[src/synth_ctrl_pkg.sv]
package synth_ctrl_pkg;
    // Register addresses on the core register bus
    localparam logic [7:0] MODE_ADDR = 8'hF8;
    localparam logic [7:0] REF_ADDR = 8'hF9;
    // Mode register fields
    localparam int MODE_DIV_BIT = 7;
    localparam int MODE_RUN_BIT = 6;
    localparam int MODE_SWALLOW_LSB_BIT = 5;
    localparam int MODE_UNUSED_BIT = 4;
    localparam int MODE_IF_EN_BIT = 3;
    localparam int MODE_IF_PEND_BIT = 2;
    localparam int MODE_CE_EN_BIT = 1;
    localparam int MODE_CE_PEND_BIT = 0;
    localparam logic [3:0] MODE_UPPER_RESET = 4'h0;
    // Reference register fields
    localparam int REF_LOCK_BIT = 7;
    localparam int REF_CE_BIT = 6;
    localparam int REF_GATE_BIT = 5;
    localparam int REF_POWER_FLAG_BIT = 4;
    localparam logic [3:0] REF_SEL_MAX = 4'h9;
    localparam logic [3:0] REF_SEL_RESET = 4'h0;
endpackage

[src/sync2.sv]
`timescale 1ns/10ps
`default_nettype none
module sync2 #(
    parameter int WIDTH = 1
) (
    input wire logic clk_i,
    input wire logic [WIDTH-1:0] async_i,
    output logic [WIDTH-1:0] sync_o
);
    logic [WIDTH-1:0] meta_reg;
    logic [WIDTH-1:0] sync_reg;

    if (WIDTH < 1) begin : g_bad_width
        $error("sync2 width must be at least 1");
    end

    always_ff @(posedge clk_i) begin
        meta_reg <= async_i;
        sync_reg <= meta_reg;
    end

    assign sync_o = sync_reg;
endmodule
`default_nettype wire

[src/pll_synth_control_status.sv]
// Notes on behaviour
// - Mode bit 7 selects direct division at 0 and pulse-swallow division at 1.
// - Mode bit 6 stops the synthesizer at 0 and runs it at 1.
// - Mode bit 5 is the value loaded into the swallow counter's least significant bit.
// - Mode bit 3 gates IF counter interrupt requests to the core.
// - Mode bit 2 reads 1 while an IF counter request pends and a written 0 clears it.
// - Mode bit 1 gates chip-enable pin interrupt requests to the core.
// - Mode bit 0 reads 1 while a chip-enable request pends and a written 0 clears it.
// - Mode upper four bits reset to 0 while the lower bits keep their value over reset.
// - Reference bit 5 reads 0 while the IF counter gate is open and 1 while closed.
// - The power-on flag reads 1 after power-on and survives a system reset.
`timescale 1ns/10ps
`default_nettype none
module pll_synth_control_status (
    input wire logic clk_i,
    input wire logic sys_rst_i,
    input wire logic power_on_i,
    input wire logic [7:0] reg_addr_i,
    input wire logic reg_wr_i,
    input wire logic [7:0] reg_wdata_i,
    input wire logic reg_rd_i,
    output logic [7:0] reg_rdata_o,
    input wire logic unlocked_i,
    input wire logic chip_enable_pin_i,
    input wire logic if_gate_closed_i,
    input wire logic if_count_done_i,
    output logic pulse_swallow_o,
    output logic synth_run_o,
    output logic swallow_lsb_value_o,
    output logic [3:0] ref_select_o,
    output logic if_counter_irq_o,
    output logic chip_enable_pin_irq_o
);
    logic [2:0] pins_sync;
    logic ce_prev_reg;
    logic ce_prev_next;
    logic [7:0] synth_mode_reg;
    logic [7:0] synth_mode_next;
    logic power_up_flag_reg;
    logic power_up_flag_next;
    logic [3:0] ref_sel_reg;
    logic [3:0] ref_sel_next;
    logic [7:0] rdata_reg;
    logic [7:0] rdata_next;
    logic ce_event;
    logic wr_mode;
    logic wr_ref;
    logic [7:0] status_byte;

    sync2 #(.WIDTH(3)) pin_sync (
        .clk_i(clk_i),
        .async_i({chip_enable_pin_i, if_gate_closed_i, unlocked_i}),
        .sync_o(pins_sync)
    );

    assign ce_event = pins_sync[2] & ~ce_prev_reg;
    assign wr_mode = reg_wr_i && (reg_addr_i == synth_ctrl_pkg::MODE_ADDR);
    assign wr_ref = reg_wr_i && (reg_addr_i == synth_ctrl_pkg::REF_ADDR);

    always_comb begin
        status_byte = {pins_sync[0], pins_sync[2], pins_sync[1], power_up_flag_reg,
            ref_sel_reg};
        synth_mode_next = synth_mode_reg;
        ref_sel_next = ref_sel_reg;
        power_up_flag_next = power_up_flag_reg;
        ce_prev_next = pins_sync[2];
        rdata_next = rdata_reg;
        if (wr_mode) begin
            synth_mode_next[synth_ctrl_pkg::MODE_DIV_BIT] =
                reg_wdata_i[synth_ctrl_pkg::MODE_DIV_BIT];
            synth_mode_next[synth_ctrl_pkg::MODE_RUN_BIT] =
                reg_wdata_i[synth_ctrl_pkg::MODE_RUN_BIT];
            synth_mode_next[synth_ctrl_pkg::MODE_SWALLOW_LSB_BIT] =
                reg_wdata_i[synth_ctrl_pkg::MODE_SWALLOW_LSB_BIT];
            synth_mode_next[synth_ctrl_pkg::MODE_UNUSED_BIT] = 1'b0;
            synth_mode_next[synth_ctrl_pkg::MODE_IF_EN_BIT] =
                reg_wdata_i[synth_ctrl_pkg::MODE_IF_EN_BIT];
            synth_mode_next[synth_ctrl_pkg::MODE_CE_EN_BIT] =
                reg_wdata_i[synth_ctrl_pkg::MODE_CE_EN_BIT];
            if (!reg_wdata_i[synth_ctrl_pkg::MODE_IF_PEND_BIT]) begin
                synth_mode_next[synth_ctrl_pkg::MODE_IF_PEND_BIT] = 1'b0;
            end
            if (!reg_wdata_i[synth_ctrl_pkg::MODE_CE_PEND_BIT]) begin
                synth_mode_next[synth_ctrl_pkg::MODE_CE_PEND_BIT] = 1'b0;
            end
        end
        // Set wins over a clearing write in the same cycle
        if (if_count_done_i) begin
            synth_mode_next[synth_ctrl_pkg::MODE_IF_PEND_BIT] = 1'b1;
        end
        if (ce_event) begin
            synth_mode_next[synth_ctrl_pkg::MODE_CE_PEND_BIT] = 1'b1;
        end
        if (wr_ref) begin
            if (reg_wdata_i[3:0] <= synth_ctrl_pkg::REF_SEL_MAX) begin
                ref_sel_next = reg_wdata_i[3:0];
            end
            if (!reg_wdata_i[synth_ctrl_pkg::REF_POWER_FLAG_BIT]) begin
                power_up_flag_next = 1'b0;
            end
        end
        if (reg_rd_i) begin
            if (reg_addr_i == synth_ctrl_pkg::MODE_ADDR) begin
                rdata_next = synth_mode_reg;
            end else if (reg_addr_i == synth_ctrl_pkg::REF_ADDR) begin
                rdata_next = status_byte;
            end else begin
                rdata_next = 8'h00;
            end
        end
        // Power-on clears mode and code and sets the flag; system reset keeps low mode bits, code and flag
        if (power_on_i) begin
            synth_mode_next = 8'h00;
            power_up_flag_next = 1'b1;
            ref_sel_next = synth_ctrl_pkg::REF_SEL_RESET;
        end else if (sys_rst_i) begin
            synth_mode_next = {synth_ctrl_pkg::MODE_UPPER_RESET,
                synth_mode_reg[3:0]};
            power_up_flag_next = power_up_flag_reg;
            ref_sel_next = ref_sel_reg;
        end
    end

    // Outputs load the same value as the registers, so they never disagree
    always_ff @(posedge clk_i) begin
        ce_prev_reg <= ce_prev_next;
        rdata_reg <= rdata_next;
        synth_mode_reg <= synth_mode_next;
        power_up_flag_reg <= power_up_flag_next;
        ref_sel_reg <= ref_sel_next;
        pulse_swallow_o <= synth_mode_next[synth_ctrl_pkg::MODE_DIV_BIT];
        synth_run_o <= synth_mode_next[synth_ctrl_pkg::MODE_RUN_BIT];
        swallow_lsb_value_o <= synth_mode_next[synth_ctrl_pkg::MODE_SWALLOW_LSB_BIT];
        ref_select_o <= ref_sel_next;
        if_counter_irq_o <= synth_mode_next[synth_ctrl_pkg::MODE_IF_EN_BIT]
            & synth_mode_next[synth_ctrl_pkg::MODE_IF_PEND_BIT];
        chip_enable_pin_irq_o <= synth_mode_next[synth_ctrl_pkg::MODE_CE_EN_BIT]
            & synth_mode_next[synth_ctrl_pkg::MODE_CE_PEND_BIT];
    end
    assign reg_rdata_o = rdata_reg;

    // Control outputs
    run_follows_a: assert property (@(posedge clk_i)
        disable iff (sys_rst_i || power_on_i)
        $past(wr_mode) && !$past(sys_rst_i) && !$past(power_on_i)
        |-> synth_run_o == $past(reg_wdata_i[synth_ctrl_pkg::MODE_RUN_BIT]))
        else $error("run output does not follow write");
    div_follows_a: assert property (@(posedge clk_i)
        disable iff (sys_rst_i || power_on_i)
        pulse_swallow_o == synth_mode_reg[synth_ctrl_pkg::MODE_DIV_BIT])
        else $error("division output mismatch");
    lsb_follows_a: assert property (@(posedge clk_i)
        disable iff (sys_rst_i || power_on_i)
        swallow_lsb_value_o == synth_mode_reg[synth_ctrl_pkg::MODE_SWALLOW_LSB_BIT])
        else $error("swallow bit output mismatch");
    run_reset_a: assert property (@(posedge clk_i)
        disable iff (power_on_i)
        sys_rst_i |=> !synth_run_o && !pulse_swallow_o && !swallow_lsb_value_o)
        else $error("control outputs not cleared by reset");

    // Interrupt sources
    if_irq_gate_a: assert property (@(posedge clk_i)
        disable iff (sys_rst_i || power_on_i)
        if_counter_irq_o == (synth_mode_reg[3] && synth_mode_reg[2]))
        else $error("IF irq gating wrong");
    if_pend_set_a: assert property (@(posedge clk_i)
        disable iff (sys_rst_i || power_on_i)
        if_count_done_i |=> synth_mode_reg[2])
        else $error("IF pending not set");
    if_pend_clear_a: assert property (@(posedge clk_i)
        disable iff (sys_rst_i || power_on_i)
        wr_mode && !reg_wdata_i[2] && !if_count_done_i |=> !synth_mode_reg[2])
        else $error("IF pending not cleared");
    ce_irq_gate_a: assert property (@(posedge clk_i)
        disable iff (sys_rst_i || power_on_i)
        chip_enable_pin_irq_o == (synth_mode_reg[1] && synth_mode_reg[0]))
        else $error("CE irq gating wrong");
    ce_pend_set_a: assert property (@(posedge clk_i)
        disable iff (sys_rst_i || power_on_i)
        ce_event |=> synth_mode_reg[0])
        else $error("CE pending not set");
    ce_pend_clear_a: assert property (@(posedge clk_i)
        disable iff (sys_rst_i || power_on_i)
        wr_mode && !reg_wdata_i[0] && !ce_event |=> !synth_mode_reg[0])
        else $error("CE pending not cleared");

    // Mode register and power flag
    mode_reset_a: assert property (@(posedge clk_i)
        disable iff (power_on_i)
        sys_rst_i |=> synth_mode_reg[7:4] == 4'h0
            && synth_mode_reg[3:0] == $past(synth_mode_reg[3:0]))
        else $error("mode reset wrong");
    unused_zero_a: assert property (@(posedge clk_i)
        disable iff (power_on_i)
        synth_mode_reg[synth_ctrl_pkg::MODE_UNUSED_BIT] == 1'b0)
        else $error("unused mode bit set");
    mode_read_a: assert property (@(posedge clk_i)
        disable iff (power_on_i)
        $past(reg_rd_i && (reg_addr_i == synth_ctrl_pkg::MODE_ADDR))
        |-> reg_rdata_o == $past(synth_mode_reg))
        else $error("mode read data wrong");
    pof_keep_a: assert property (@(posedge clk_i)
        disable iff (power_on_i)
        sys_rst_i |=> power_up_flag_reg == $past(power_up_flag_reg))
        else $error("power flag lost on reset");
    pof_power_a: assert property (@(posedge clk_i)
        power_on_i |=> power_up_flag_reg)
        else $error("power flag not set by power-on");
    pof_clear_a: assert property (@(posedge clk_i)
        disable iff (sys_rst_i || power_on_i)
        wr_ref && !reg_wdata_i[synth_ctrl_pkg::REF_POWER_FLAG_BIT] |=> !power_up_flag_reg)
        else $error("power flag not cleared");

    // Reference register
    status_read_a: assert property (@(posedge clk_i)
        disable iff (power_on_i)
        $past(reg_rd_i && (reg_addr_i == synth_ctrl_pkg::REF_ADDR))
        |-> reg_rdata_o[7:5] == $past({pins_sync[0], pins_sync[2], pins_sync[1]}))
        else $error("status read data wrong");
    ref_code_a: assert property (@(posedge clk_i)
        disable iff (sys_rst_i || power_on_i)
        ref_sel_reg <= synth_ctrl_pkg::REF_SEL_MAX)
        else $error("unused reference code held");
    ref_load_a: assert property (@(posedge clk_i)
        disable iff (sys_rst_i || power_on_i)
        wr_ref && (reg_wdata_i[3:0] <= synth_ctrl_pkg::REF_SEL_MAX)
        |=> ref_sel_reg == $past(reg_wdata_i[3:0]))
        else $error("reference code not loaded");
    ref_hold_a: assert property (@(posedge clk_i)
        disable iff (sys_rst_i || power_on_i)
        wr_ref && (reg_wdata_i[3:0] > synth_ctrl_pkg::REF_SEL_MAX)
        |=> ref_sel_reg == $past(ref_sel_reg))
        else $error("unused reference code taken");
    ref_out_a: assert property (@(posedge clk_i)
        disable iff (sys_rst_i || power_on_i)
        ref_select_o == ref_sel_reg)
        else $error("reference output mismatch");
endmodule
`default_nettype wire

[config.mk]
export PLATFORM = sky130hd
export DESIGN_NAME = pll_synth_control_status
export DESIGN_NICKNAME = d
export VERILOG_FILES = /design/src/synth_ctrl_pkg.sv /design/src/sync2.sv /design/src/pll_synth_control_status.sv
export SDC_FILE = /design/constraint.sdc
export NUM_CORES = 1
export LEC_CHECK = 0
export ABC_CLOCK_PERIOD_IN_PS = 1380
export BUFFER_PORTS_ARGS = -buffer_cell sky130_fd_sc_hd__buf_2
export CORE_AREA = 2 2 44 63
export DETAILED_ROUTE_END_ITERATION = 7
export DIE_AREA = 0 0 46 65
export PLACE_DENSITY = 0.74
export SETUP_SLACK_MARGIN = 0.05
export SLEW_MARGIN = 30
export SYNTH_ARGS = -nofsm -noshare
export SYNTH_HDL_FRONTEND = slang
export SYNTH_SLANG_ARGS = --single-unit
[constraint.sdc]
create_clock -name clk_i -period 1.38 [get_ports clk_i]
set_clock_uncertainty 0.1 [all_clocks]
set_input_delay 0.069 -clock clk_i [delete_from_list [all_inputs] [get_ports clk_i]]
set_output_delay 0.069 -clock clk_i [all_outputs]
set_load 0.03 [all_outputs]
== Word-level counts from Yosys, hierarchy flattened ==
Cells that the tools add are included.

* Bits in registers: 32
* Bits of input ports: 25

* Muxes and demuxes: 9
* Equal/unequal tests: 2
* $lt $le $gt $ge: 1
* Reductions and logical operators: 5
* Bitwise logic cells: 7

{| class="wikitable"
|+ Operators by type and width
! cell !! number
|-
| 8-bit 2-to-1 mux || 5
|-
| 8-bit equality test (second input constant) || 2
|-
| 3-bit AND reduction || 2
|-
| 4-bit less-or-equal comparator (second input constant) || 1
|-
| 1-bit 2-to-1 mux || 4
|-
| 1-bit inverter || 4
|-
| 1-bit bitwise AND || 3
|-
| 1-bit logical AND || 2
|-
| 2-bit OR reduction || 1
|}

== Depth between registers and ports, before layout ==
Gate-level depths: netlist (run 1).

* Depth after elaboration: 7
* Mapped depth: 5

== Modules after synthesis ==
A second synthesis (run 1) with hierarchy kept.

* Cell total of the unflattened synthesis: 94
* Area total of the unflattened synthesis: 1109.8 µm²

{| class="wikitable"
|+ By module, submodules not included
! module !! area each (µm²) !! instances !! cells each
|-
| pll_synth_control_status || 989.7 || 1 || 88
|-
| sync2 || 120.1 || 1 || 6
|}

== Worst setup path after synthesis (run 1) ==
OpenSTA, ideal clock, no wires.

* Path kind: reg-to-reg
* Start: register pin_sync.sync_reg[2] (netlist: pin_sync.sync_o[2])
* End: register chip_enable_pin_irq_o
* Path slack: 124 ps
* Library setup time: 66 ps
* Buffers on the path: 0
* Arrival: 1089 ps
* Period minus slack after synthesis: 1256 ps
* Stages on the path, launching flop included: 5
* Path through: dfxtp_1 > nor3b_1 > nor2_1 > or3b_1 > a21oi_2

* Longest elaborated chain between the ends: 5

{| class="wikitable"
|+ Ends and longest elaborated chain
! what !! line !! text
|-
| start: declaration || sync2.sv:11 || <nowiki>logic [WIDTH-1:0] sync_reg;</nowiki>
|-
| start signal: assignment || sync2.sv:19 || <nowiki>sync_reg <= meta_reg;</nowiki>
|-
| 1-bit bitwise AND || pll_synth_control_status.sv:56 || <nowiki>assign ce_event = pins_sync[2] & ~ce_prev_reg;</nowiki>
|-
| 1-bit 2-to-1 mux || pll_synth_control_status.sv:91 || <nowiki>if (ce_event) begin</nowiki>
|-
| 8-bit 2-to-1 mux || pll_synth_control_status.sv:116 || <nowiki>end else if (sys_rst_i) begin</nowiki>
|-
| 8-bit 2-to-1 mux || pll_synth_control_status.sv:112 || <nowiki>if (power_on_i) begin</nowiki>
|-
| 1-bit bitwise AND || pll_synth_control_status.sv:138 || <nowiki>& synth_mode_next[synth_ctrl_pkg::MODE_CE_PEND_BIT];</nowiki>
|-
| end signal: assignment || pll_synth_control_status.sv:137 || <nowiki>chip_enable_pin_irq_o <= synth_mode_next[synth_ctrl_pkg::MODE_CE_EN_BIT]</nowiki>
|-
| end: declaration || pll_synth_control_status.sv:32 || <nowiki>output logic chip_enable_pin_irq_o</nowiki>
|}

No other way between the ends.
A chain may end at the register's enable or synchronous reset.

==> results of run 1 <==
## layer usage
| metal | vias to the layer above | global-route usage | share of wire |
|---|---|---|---|
| li1 | 468 | - | - |
| met1 | 435 | 0.192 | 0.40 |
| met4 | 0 | 0.111 | 0.026 |
| met2 | 38 | 0.313 | 0.51 |
| met3 | 7 | 0.0696 | 0.067 |
| met5 | - | 0 | 0 |
## cells by family after synthesis
logic type             Yosys count  synth area share
AOI/OAI and AO/OA               21             0.137
and+or+nand+nor                 32             0.202
buffers and inverters            6            0.0217
DFF                             29             0.603
muxes                            4            0.0365
## worst max-delay path, delay by kind of cell
kind            cells  cell delay [ns]
simple gates        1             0.52
buf+inv             2             0.75
compound gates      1             0.09
## cell type report
cell class                      count  area share
Timing Repair Buffer               59       0.241
Inverter                            3     0.00729
Sequential cell                    29       0.429
Clock inverter                      2     0.00648
Clock buffer                        6      0.0267
Multi-Input combinational cell     57       0.270
Tap cell                           24      0.0194
## through the flow
stage / instances / hold WS, ns / worst slack, ns / utilization / TNS [ns]
after floorplan: 92 / -0.00328 / 0.124 / - / 0
after global placement: 159 / 0.0719 / 0.00175 / 0.547 / 0
after detailed placement: 159 / 0.0726 / -0.0162 / 0.547 / -0.0396
after CTS: 180 / 0.0111 / 0.0978 / 0.623 / 0
after global routing: 180 / 0.00540 / 0.0198 / 0.623 / 0
final: 180 / 0.0118 / 0.0923 / 0.623 / 0
## synth_stat cells, types with 2 or more instances
library cell / n
clkbuf_1: 2
inv_1: 3
a21oi_1: 4
nand3_1: 2
a22o_1: 7
o21ai_0: 4
mux2i_1: 4
nand2_1: 7
nor2_1: 4
nor3_1: 4
dfxtp_1: 21
edfxtp_1: 8
or4b_1: 2
o221ai_1: 2
## worst paths after layout
path	end	depth (start not counted)	slack [ns]	from
max	ref_sel_reg[2]	4	0.09	power_on_i
min	ref_sel_reg[2]	3	0.01	reg_wdata_i[2]
max reg2reg	chip_enable_pin_irq_o	4	0.10	pin_sync.sync_o[2]
min reg2reg	pin_sync.sync_o[1]	0	0.23	pin_sync.meta_reg[1]
## repair_timing
action	in CTS	in global routing
gates resized for setup	1	2
endpoints found under the setup margin	1	2
hold buffers	13	0
endpoints found under the hold margin	21	0
cloned	0	0
## power breakdown
| part | leakage, nW | internal (W) | switching, W |
|---|---|---|---|
| combinational | 0.421 | 0.0000728 | 0.0000746 |
| sequential | 0.254 | 0.000896 | 0.00000819 |
| clock | 0.0320 | 0.000193 | 0.000278 |
==> out/results.ini, run 1 <==
[status]
run_status = finished clean

[logic_synthesis]
synth_cells = 92
syn_nets = 117
synth-seq-area-share = 0.603
yosys.cell_types.count = 32
synth_area_mm2 = 0.00110
yosys_register_bits = 29
yosysWarnings = 0
ys_top_cells_by_area = dfxtp_1, edfxtp_1, a22o_1, mux2i_1, nand2_1
synth_top_cell_by_area = dfxtp_1
synth-edff-count = 8
synth_top_area_frac = 0.384
async_reset_ff_frac = 0
avgSynthCellArea_um2 = 11.9
synth_ff_type = dfxtp_1

[die]
initial_utilization = 0.442
ioPinCount = 42
die_x_um = 46
dieArea_mm2 = 0.00299
core_mm2 = 0.00248
rows = 22
fp.dieH_um = 65

[layout]
largest_reg_flops = 8
final_common_cell = buf_2
area_growth_pct = 40.9
antenna_cells = 0
seq_area_um2 = 662
nets = 180
drive_gt1_frac = 0.410
fill_cells = 221
design_area_mm2 = 0.00154
multiInputGateArea_um2 = 417
most-common-layout-cells = buf_2, dfxtp_1, dlygate4sd3_1

[setup_path]
slowest_delay_ns = 0.54
startpoint_type = input pin
worstPathCellList = dlygate4sd3_1 -> buf_2 -> or4b_1 -> o221ai_1
cp-end-kind = flop
crit_type = in -> reg
cp.required_ns = 1.52
cp.arrival_ns = 1.43
critPathMaxFanout = 14
crit_slowest_cell = dlygate4sd3_1

[clocking]
numCtsBuffers = 5
cts_max_level = 2
cts_buffer_depth = 2
path_clk_slew_ns = 0.08
insertion_delay_ns = 0.32
post_cts_buffers = 0
cts-root-buf = clkbuf_4
cts.sinks = 29
cts_tree = done

[pwr]
vdd_drop_max_v = 0.000690
power.density_mw_per_mm2 = 986
cellLeakagePower_nw = 0.707
p_total_w = 0.00152

[timing]
final_hold_viol_count = 0
worst-slew-pin-transition_ns = 0.287
min_period_ns = 1.29
fin_crit_sh = 0.933
max_freq_mhz = 777
setup-violations-final = 0
slew_headroom = 0.808
slew_violations = 0
rsz0062_at_grt = no

[routing]
drt_pass1_iterations = 4
totalWireLength_um = 2490
drc = 0
post_drt_wl_per_cell_um = 13.9
via_per_inst = 5.27
drtAntennaViolNets = 0
initialDrtViolationCount = 17
vias = 948

[global_routing]
grt_pass1_vias = 940
grt_use_total = 0.189
antenna_found_initial = 0
grt_overflow = 0
grt_pass1_wl_um = 4020
grt_max_degree = 15

[placed_design]
gp_congestion = 0.765
place_hpwl_um = 1740
portBuffers = 41
dpl-instance-area_mm2 = 0.00136

[hold_path]
hold_path.class = in -> reg

[run]
cap_viol_max_count = 0

Note: power is estimated with default switching activity, not from simulation.
==> run 2, diff against run 1 <==
--- a/config.mk
+++ b/config.mk
@@ -10,6 +10,8 @@
 export CORE_AREA = 2 2 44 63
 export DETAILED_ROUTE_END_ITERATION = 7
 export DIE_AREA = 0 0 46 65
+export GPL_TIMING_DRIVEN = 0
+export MAX_ROUTING_LAYER = met4
 export PLACE_DENSITY = 0.74
 export SETUP_SLACK_MARGIN = 0.05
 export SLEW_MARGIN = 30
==> run 2 against run 1 <==
Net effect:
- sequential share of layout area is essentially flat
- largest cell class unchanged
- fmax grew 2.4%
- die area is the same
- critical endpoint is now chip_enable_pin_irq_o
- non-clock buffer count shrank 1
- clock power grew 11%
- combinational power is essentially flat
- via count shrank 1.7%
- register-to-register slack gained 0.02 ns
==> out/results.ini, run 2 (synthesis gave the netlist of run 1 again) <==
[status]
run_status = finished clean

[clocking]
post_cts_buffers = 0
cts-root-buf = clkbuf_4
cts_max_level = 2
cts_tree = done
insertion_delay_ns = 0.32
numCtsBuffers = 5
path_clk_slew_ns = 0.09
cts.sinks = 29
cts_buffer_depth = 2

[routing]
route.met2.wl_um = 1180
initialDrtViolationCount = 20
drc = 0
wl_met3_um = 167
post_drt_wl_per_cell_um = 13.2
wl_met1_um = 936
via_per_inst = 5.21
totalWireLength_um = 2370
vias = 932
drt_pass1_iterations = 4
top_layer = met4
drtAntennaViolNets = 0

[placed_design]
dp_slack_ns = -0.0922
place_hpwl_um = 1630
gp_congestion = 0.782
portBuffers = 41
dpl-instance-area_mm2 = 0.00133
dp_cells = 157

[global_routing]
grt_max_degree = 11
grt_pass1_wl_um = 3840
grt_overflow = 0
grt_use_total = 0.187
antenna_found_initial = 0
grt_pass1_vias = 940

[pwr]
vdd_drop_max_v = 0.000857
power.density_mw_per_mm2 = 1020
cellLeakagePower_nw = 0.699

[timing]
rsz0062_at_grt = no
slew_headroom = 0.707
max_freq_mhz = 795
fin_crit_sh = 0.911
worst-slew-pin-transition_ns = 0.439
final_hold_viol_count = 0
setup-violations-final = 0
min_period_ns = 1.26
setup_slack_ns = 0.122
fin_tns_setup_ns = 0
slew_violations = 0

[layout]
layout.cells.non_filler = 179
antenna_cells = 0
largest_reg_flops = 8
nets = 179
final_common_cell = buf_2
area_growth_pct = 40.8
drive_gt1_frac = 0.381
design_area_mm2 = 0.00154
most-common-layout-cells = buf_2, dfxtp_1, dlygate4sd3_1

[setup_path]
crit_start = pin_sync.sync_o[2]
cp.required_ns = 1.55
cp-end-kind = flop
critPathMaxFanout = 3
regToRegStartpoint = pin_sync.sync_o[2]
cp.arrival_ns = 1.43
startpoint_type = flop
crit_type = reg -> reg

[run]
cap_viol_max_count = 0

[die]
initial_utilization = 0.442
fp.dieH_um = 65
dieArea_mm2 = 0.00299
core_mm2 = 0.00248
ioPinCount = 42
die_x_um = 46
rows = 22

[hold_path]
hold_path.class = in -> reg
hp-start = if_count_done_i

-- run 2: worst paths after layout --
path	to	slack [ns]	depth (start not counted)
max	chip_enable_pin_irq_o	0.12	4
min	synth_mode_reg[2]	0.05	5
max reg2reg	chip_enable_pin_irq_o	0.12	4
min reg2reg	pin_sync.sync_o[2]	0.23	0
-- run 2: worst max-delay path: stages, from the launching register on --
cell	delay (ns)
dfxtp_2	0.34
nor3b_4	0.20
nor2_1	0.07
or3b_1	0.37
a21oi_2	0.13
-- run 2: what timing repair did --
action	in CTS	in global routing
pin swaps	0	1
resized for setup	1	2
hold buffers	14	0
setup endpoints to repair	1	1
endpoints found under the hold margin	20	0
-- run 2: report_power, final --
part | total [W] | internal (W) | switching (W) | leakage (nW)
Sequential | 0.000904 | 0.000896 | 0.00000849 | 0.254
Clock | 0.000524 | 0.000251 | 0.000273 | 0.0326
Combinational | 0.000145 | 0.0000718 | 0.0000736 | 0.412
Total | 0.00157 | 0.00122 | 0.000355 | 0.699
-- run 2: per-layer routing --
metal  vias up  track usage
li1        467            -
met1       416        0.188
met2        40        0.286
met3         9       0.0696
met4         0        0.132
met5         -            -
-- run 2: area by class of cell --
cell class,count,area (um2)
Fill cell,203,935
Timing Repair Buffer,55,345
Buffer,3,12.5
Inverter,3,11.3
Multi-Input combinational cell,57,423
Sequential cell,29,662
Tap cell,24,30.0
Clock buffer,8,58.8
-- run 2: per-stage QoR --
stage | hold slack, ns | power, W | utilization
4_1_cts | 0.0292 | 0.00158 | 0.620
2_1_floorplan | -0.00328 | 0.000970 | -
3_5_place_dp | 0.0742 | 0.00103 | 0.537
6_report | 0.0457 | 0.00157 | 0.623
3_3_place_gp | 0.0714 | 0.00103 | 0.537
5_1_grt | 0.0718 | 0.00163 | 0.623
==> run 3, diff against run 2 <==
--- a/config.mk
+++ b/config.mk
@@ -6,7 +6,7 @@
 export NUM_CORES = 1
 export LEC_CHECK = 0
 export ABC_CLOCK_PERIOD_IN_PS = 1380
-export BUFFER_PORTS_ARGS = -buffer_cell sky130_fd_sc_hd__buf_2
+export BUFFER_PORTS_ARGS = -buffer_cell sky130_fd_sc_hd__buf_4
 export CORE_AREA = 2 2 44 63
 export DETAILED_ROUTE_END_ITERATION = 7
 export DIE_AREA = 0 0 46 65
==> run 3 against run 2 <==
Net effect:
- cell area rose by 6.6%
- largest power group unchanged
- core utilization up 4.1 points
- critical endpoint unchanged
- cell count unchanged
- critical path type unchanged
- critical path depth stayed put
- fmax is 1.9% lower
==> out/results.ini, run 3 (synthesis gave the netlist of run 1 again) <==
[pwr]
vdd_drop_max_v = 0.000561
intPower_w = 0.00120
p_comb_frac = 0.113
p_switching_w = 0.000346
p_clk_frac = 0.300
sequentialPowerShare = 0.587
p_total_w = 0.00154
switching_share = 0.225
cellLeakagePower_nw = 0.718
power.density_mw_per_mm2 = 938

[clocking]
insertion_delay_ns = 0.32
path_clk_slew_ns = 0.08
cts_tree = done
numCtsBuffers = 5
cts.sinks = 29
cts_max_level = 2
cts-root-buf = clkbuf_4
cts_buffer_depth = 2

[placed_design]
dp_slack_ns = -0.0996
gp_congestion = 0.802
portBuffers = 41
place_hpwl_um = 1750
dpl-instance-area_mm2 = 0.00143

[layout]
multiInputGateArea_um2 = 432
nets = 179
seq_area_um2 = 662
largest_reg_flops = 8
drive_gt1_frac = 0.387
most-common-layout-cells = buf_4, dfxtp_1, dlygate4sd3_1
fill_cells = 205
antenna_cells = 0
final_common_cell = buf_4
area_growth_pct = 50.0
design_area_mm2 = 0.00164

[setup_path]
r2r_end = chip_enable_pin_irq_o
cp_num_buf_inv = 0
endpoint = chip_enable_pin_irq_o
path_depth = 4
cpLargestDelayFamily = simple AND/OR/NAND/NOR gates
startpoint_type = flop
cp-end-kind = flop
crit_type = reg -> reg
worstPathCellList = nor3b_4 -> nor2_2 -> or3b_1 -> a21oi_2
regToRegStartpoint = pin_sync.sync_o[2]
crit_slowest_cell = or3b_1
cp.arrival_ns = 1.43
slowest_delay_ns = 0.36
cp.required_ns = 1.53
crit_start = pin_sync.sync_o[2]
rrSetupSlack_ns = 0.1
ff2ff_path_depth = 4
critPathMaxFanout = 3

[global_routing]
antenna_found_initial = 0
grt_pass1_wl_um = 4250
grt_max_degree = 11
grt_pass1_vias = 987
grt_use_total = 0.203
grt_overflow = 0

[routing]
drtAntennaViolNets = 0
via_per_inst = 5.26
vias = 942
drc = 0
initialDrtViolationCount = 54
post_drt_wl_per_cell_um = 14.1
totalWireLength_um = 2530
drt_pass1_iterations = 4

[die]
core_mm2 = 0.00248
ioPinCount = 42
die_x_um = 46
dieArea_mm2 = 0.00299
rows = 22
fp.dieH_um = 65
initial_utilization = 0.442

[timing]
setup-violations-final = 0
slew_violations = 0
min_period_ns = 1.28
final_hold_viol_count = 0
fin_crit_sh = 0.929
hold_slack_ns = 0.0207
slew_headroom = 0.703
setup_slack_ns = 0.0985
fin_tns_setup_ns = 0
max_freq_mhz = 780
worst-slew-pin-transition_ns = 0.445
rsz0062_at_grt = no

[status]
run_status = finished clean

[hold_path]
hold_path.class = in -> reg

[run]
cap_viol_max_count = 0

-- run 3: cell types whose count changed in the layout (fill, tap and decap cells not counted) --
cell / previous run / this run
clkbuf_8: 1 / 0
nor2_1: 4 / 3
nor4bb_2: 0 / 1
clkbuf_1: 4 / 5
buf_2: 42 / 1
buf_4: 0 / 41
nor2_2: 0 / 1
nor4bb_1: 1 / 0
-- run 3: what timing repair did --
action / in CTS / in global routing
setup endpoints to repair: 1 / 2
pin swaps: 0 / 3
setup buffers: 0 / 0
resized for setup: 3 / 2
hold endpoints to repair: 21 / 0
hold buffers: 14 / 0
-- run 3: worst min-delay path by stage --
stage,from,endpoint,slack (ns),depth (start not counted)
floorplan,unlocked_i,pin_sync.meta_reg[0],-0.003,0
global placement,chip_enable_pin_i,pin_sync.meta_reg[2],0.07,1
detailed placement,chip_enable_pin_i,pin_sync.meta_reg[2],0.07,1
CTS,sys_rst_i,synth_mode_reg[1],0.01,4
global route,sys_rst_i,synth_mode_reg[1],0.03,4
finish,sys_rst_i,synth_mode_reg[1],0.02,4
-- run 3: worst min-delay path, stage by stage --
cell     delay [ns]
buf_4          0.12
nor2b_2        0.07
nand3_1        0.08
a21oi_1        0.06
-- run 3: area by class of cell --
| class | count | area share |
|---|---|---|
| clock buffers | 8 | 0.0297 |
| multi-input cells | 57 | 0.263 |
| repair buffers | 55 | 0.272 |
| inverters | 3 | 0.00685 |
| flip-flops and latches | 29 | 0.403 |
| plain buffers | 3 | 0.00761 |
| well taps | 24 | 0.0183 |
-- run 3: per-layer routing --
metal  track usage  part of all wire
met4         0.118             0.027
met2         0.342              0.52
met5             -                 0
met1         0.197              0.39
met3        0.0557             0.061
-- run 3: power groups by stage --
stage	registers, W	logic [W]	clock network (W)
after detailed placement	0.000924	0.000137	0
after floorplan	0.000941	0.0000288	0
final	0.000905	0.000174	0.000463
after global placement	0.000923	0.000134	0
after global routing	0.000908	0.000186	0.000518
after CTS	0.000905	0.000171	0.000477
-- run 3: stage by stage --
| step | util | instances |
|---|---|---|
| 2_1_floorplan | - | 92 |
| 3_3_place_gp | 0.579 | 157 |
| 3_5_place_dp | 0.579 | 157 |
| 4_1_cts | 0.660 | 179 |
| 5_1_grt | 0.664 | 179 |
| 6_report | 0.664 | 179 |
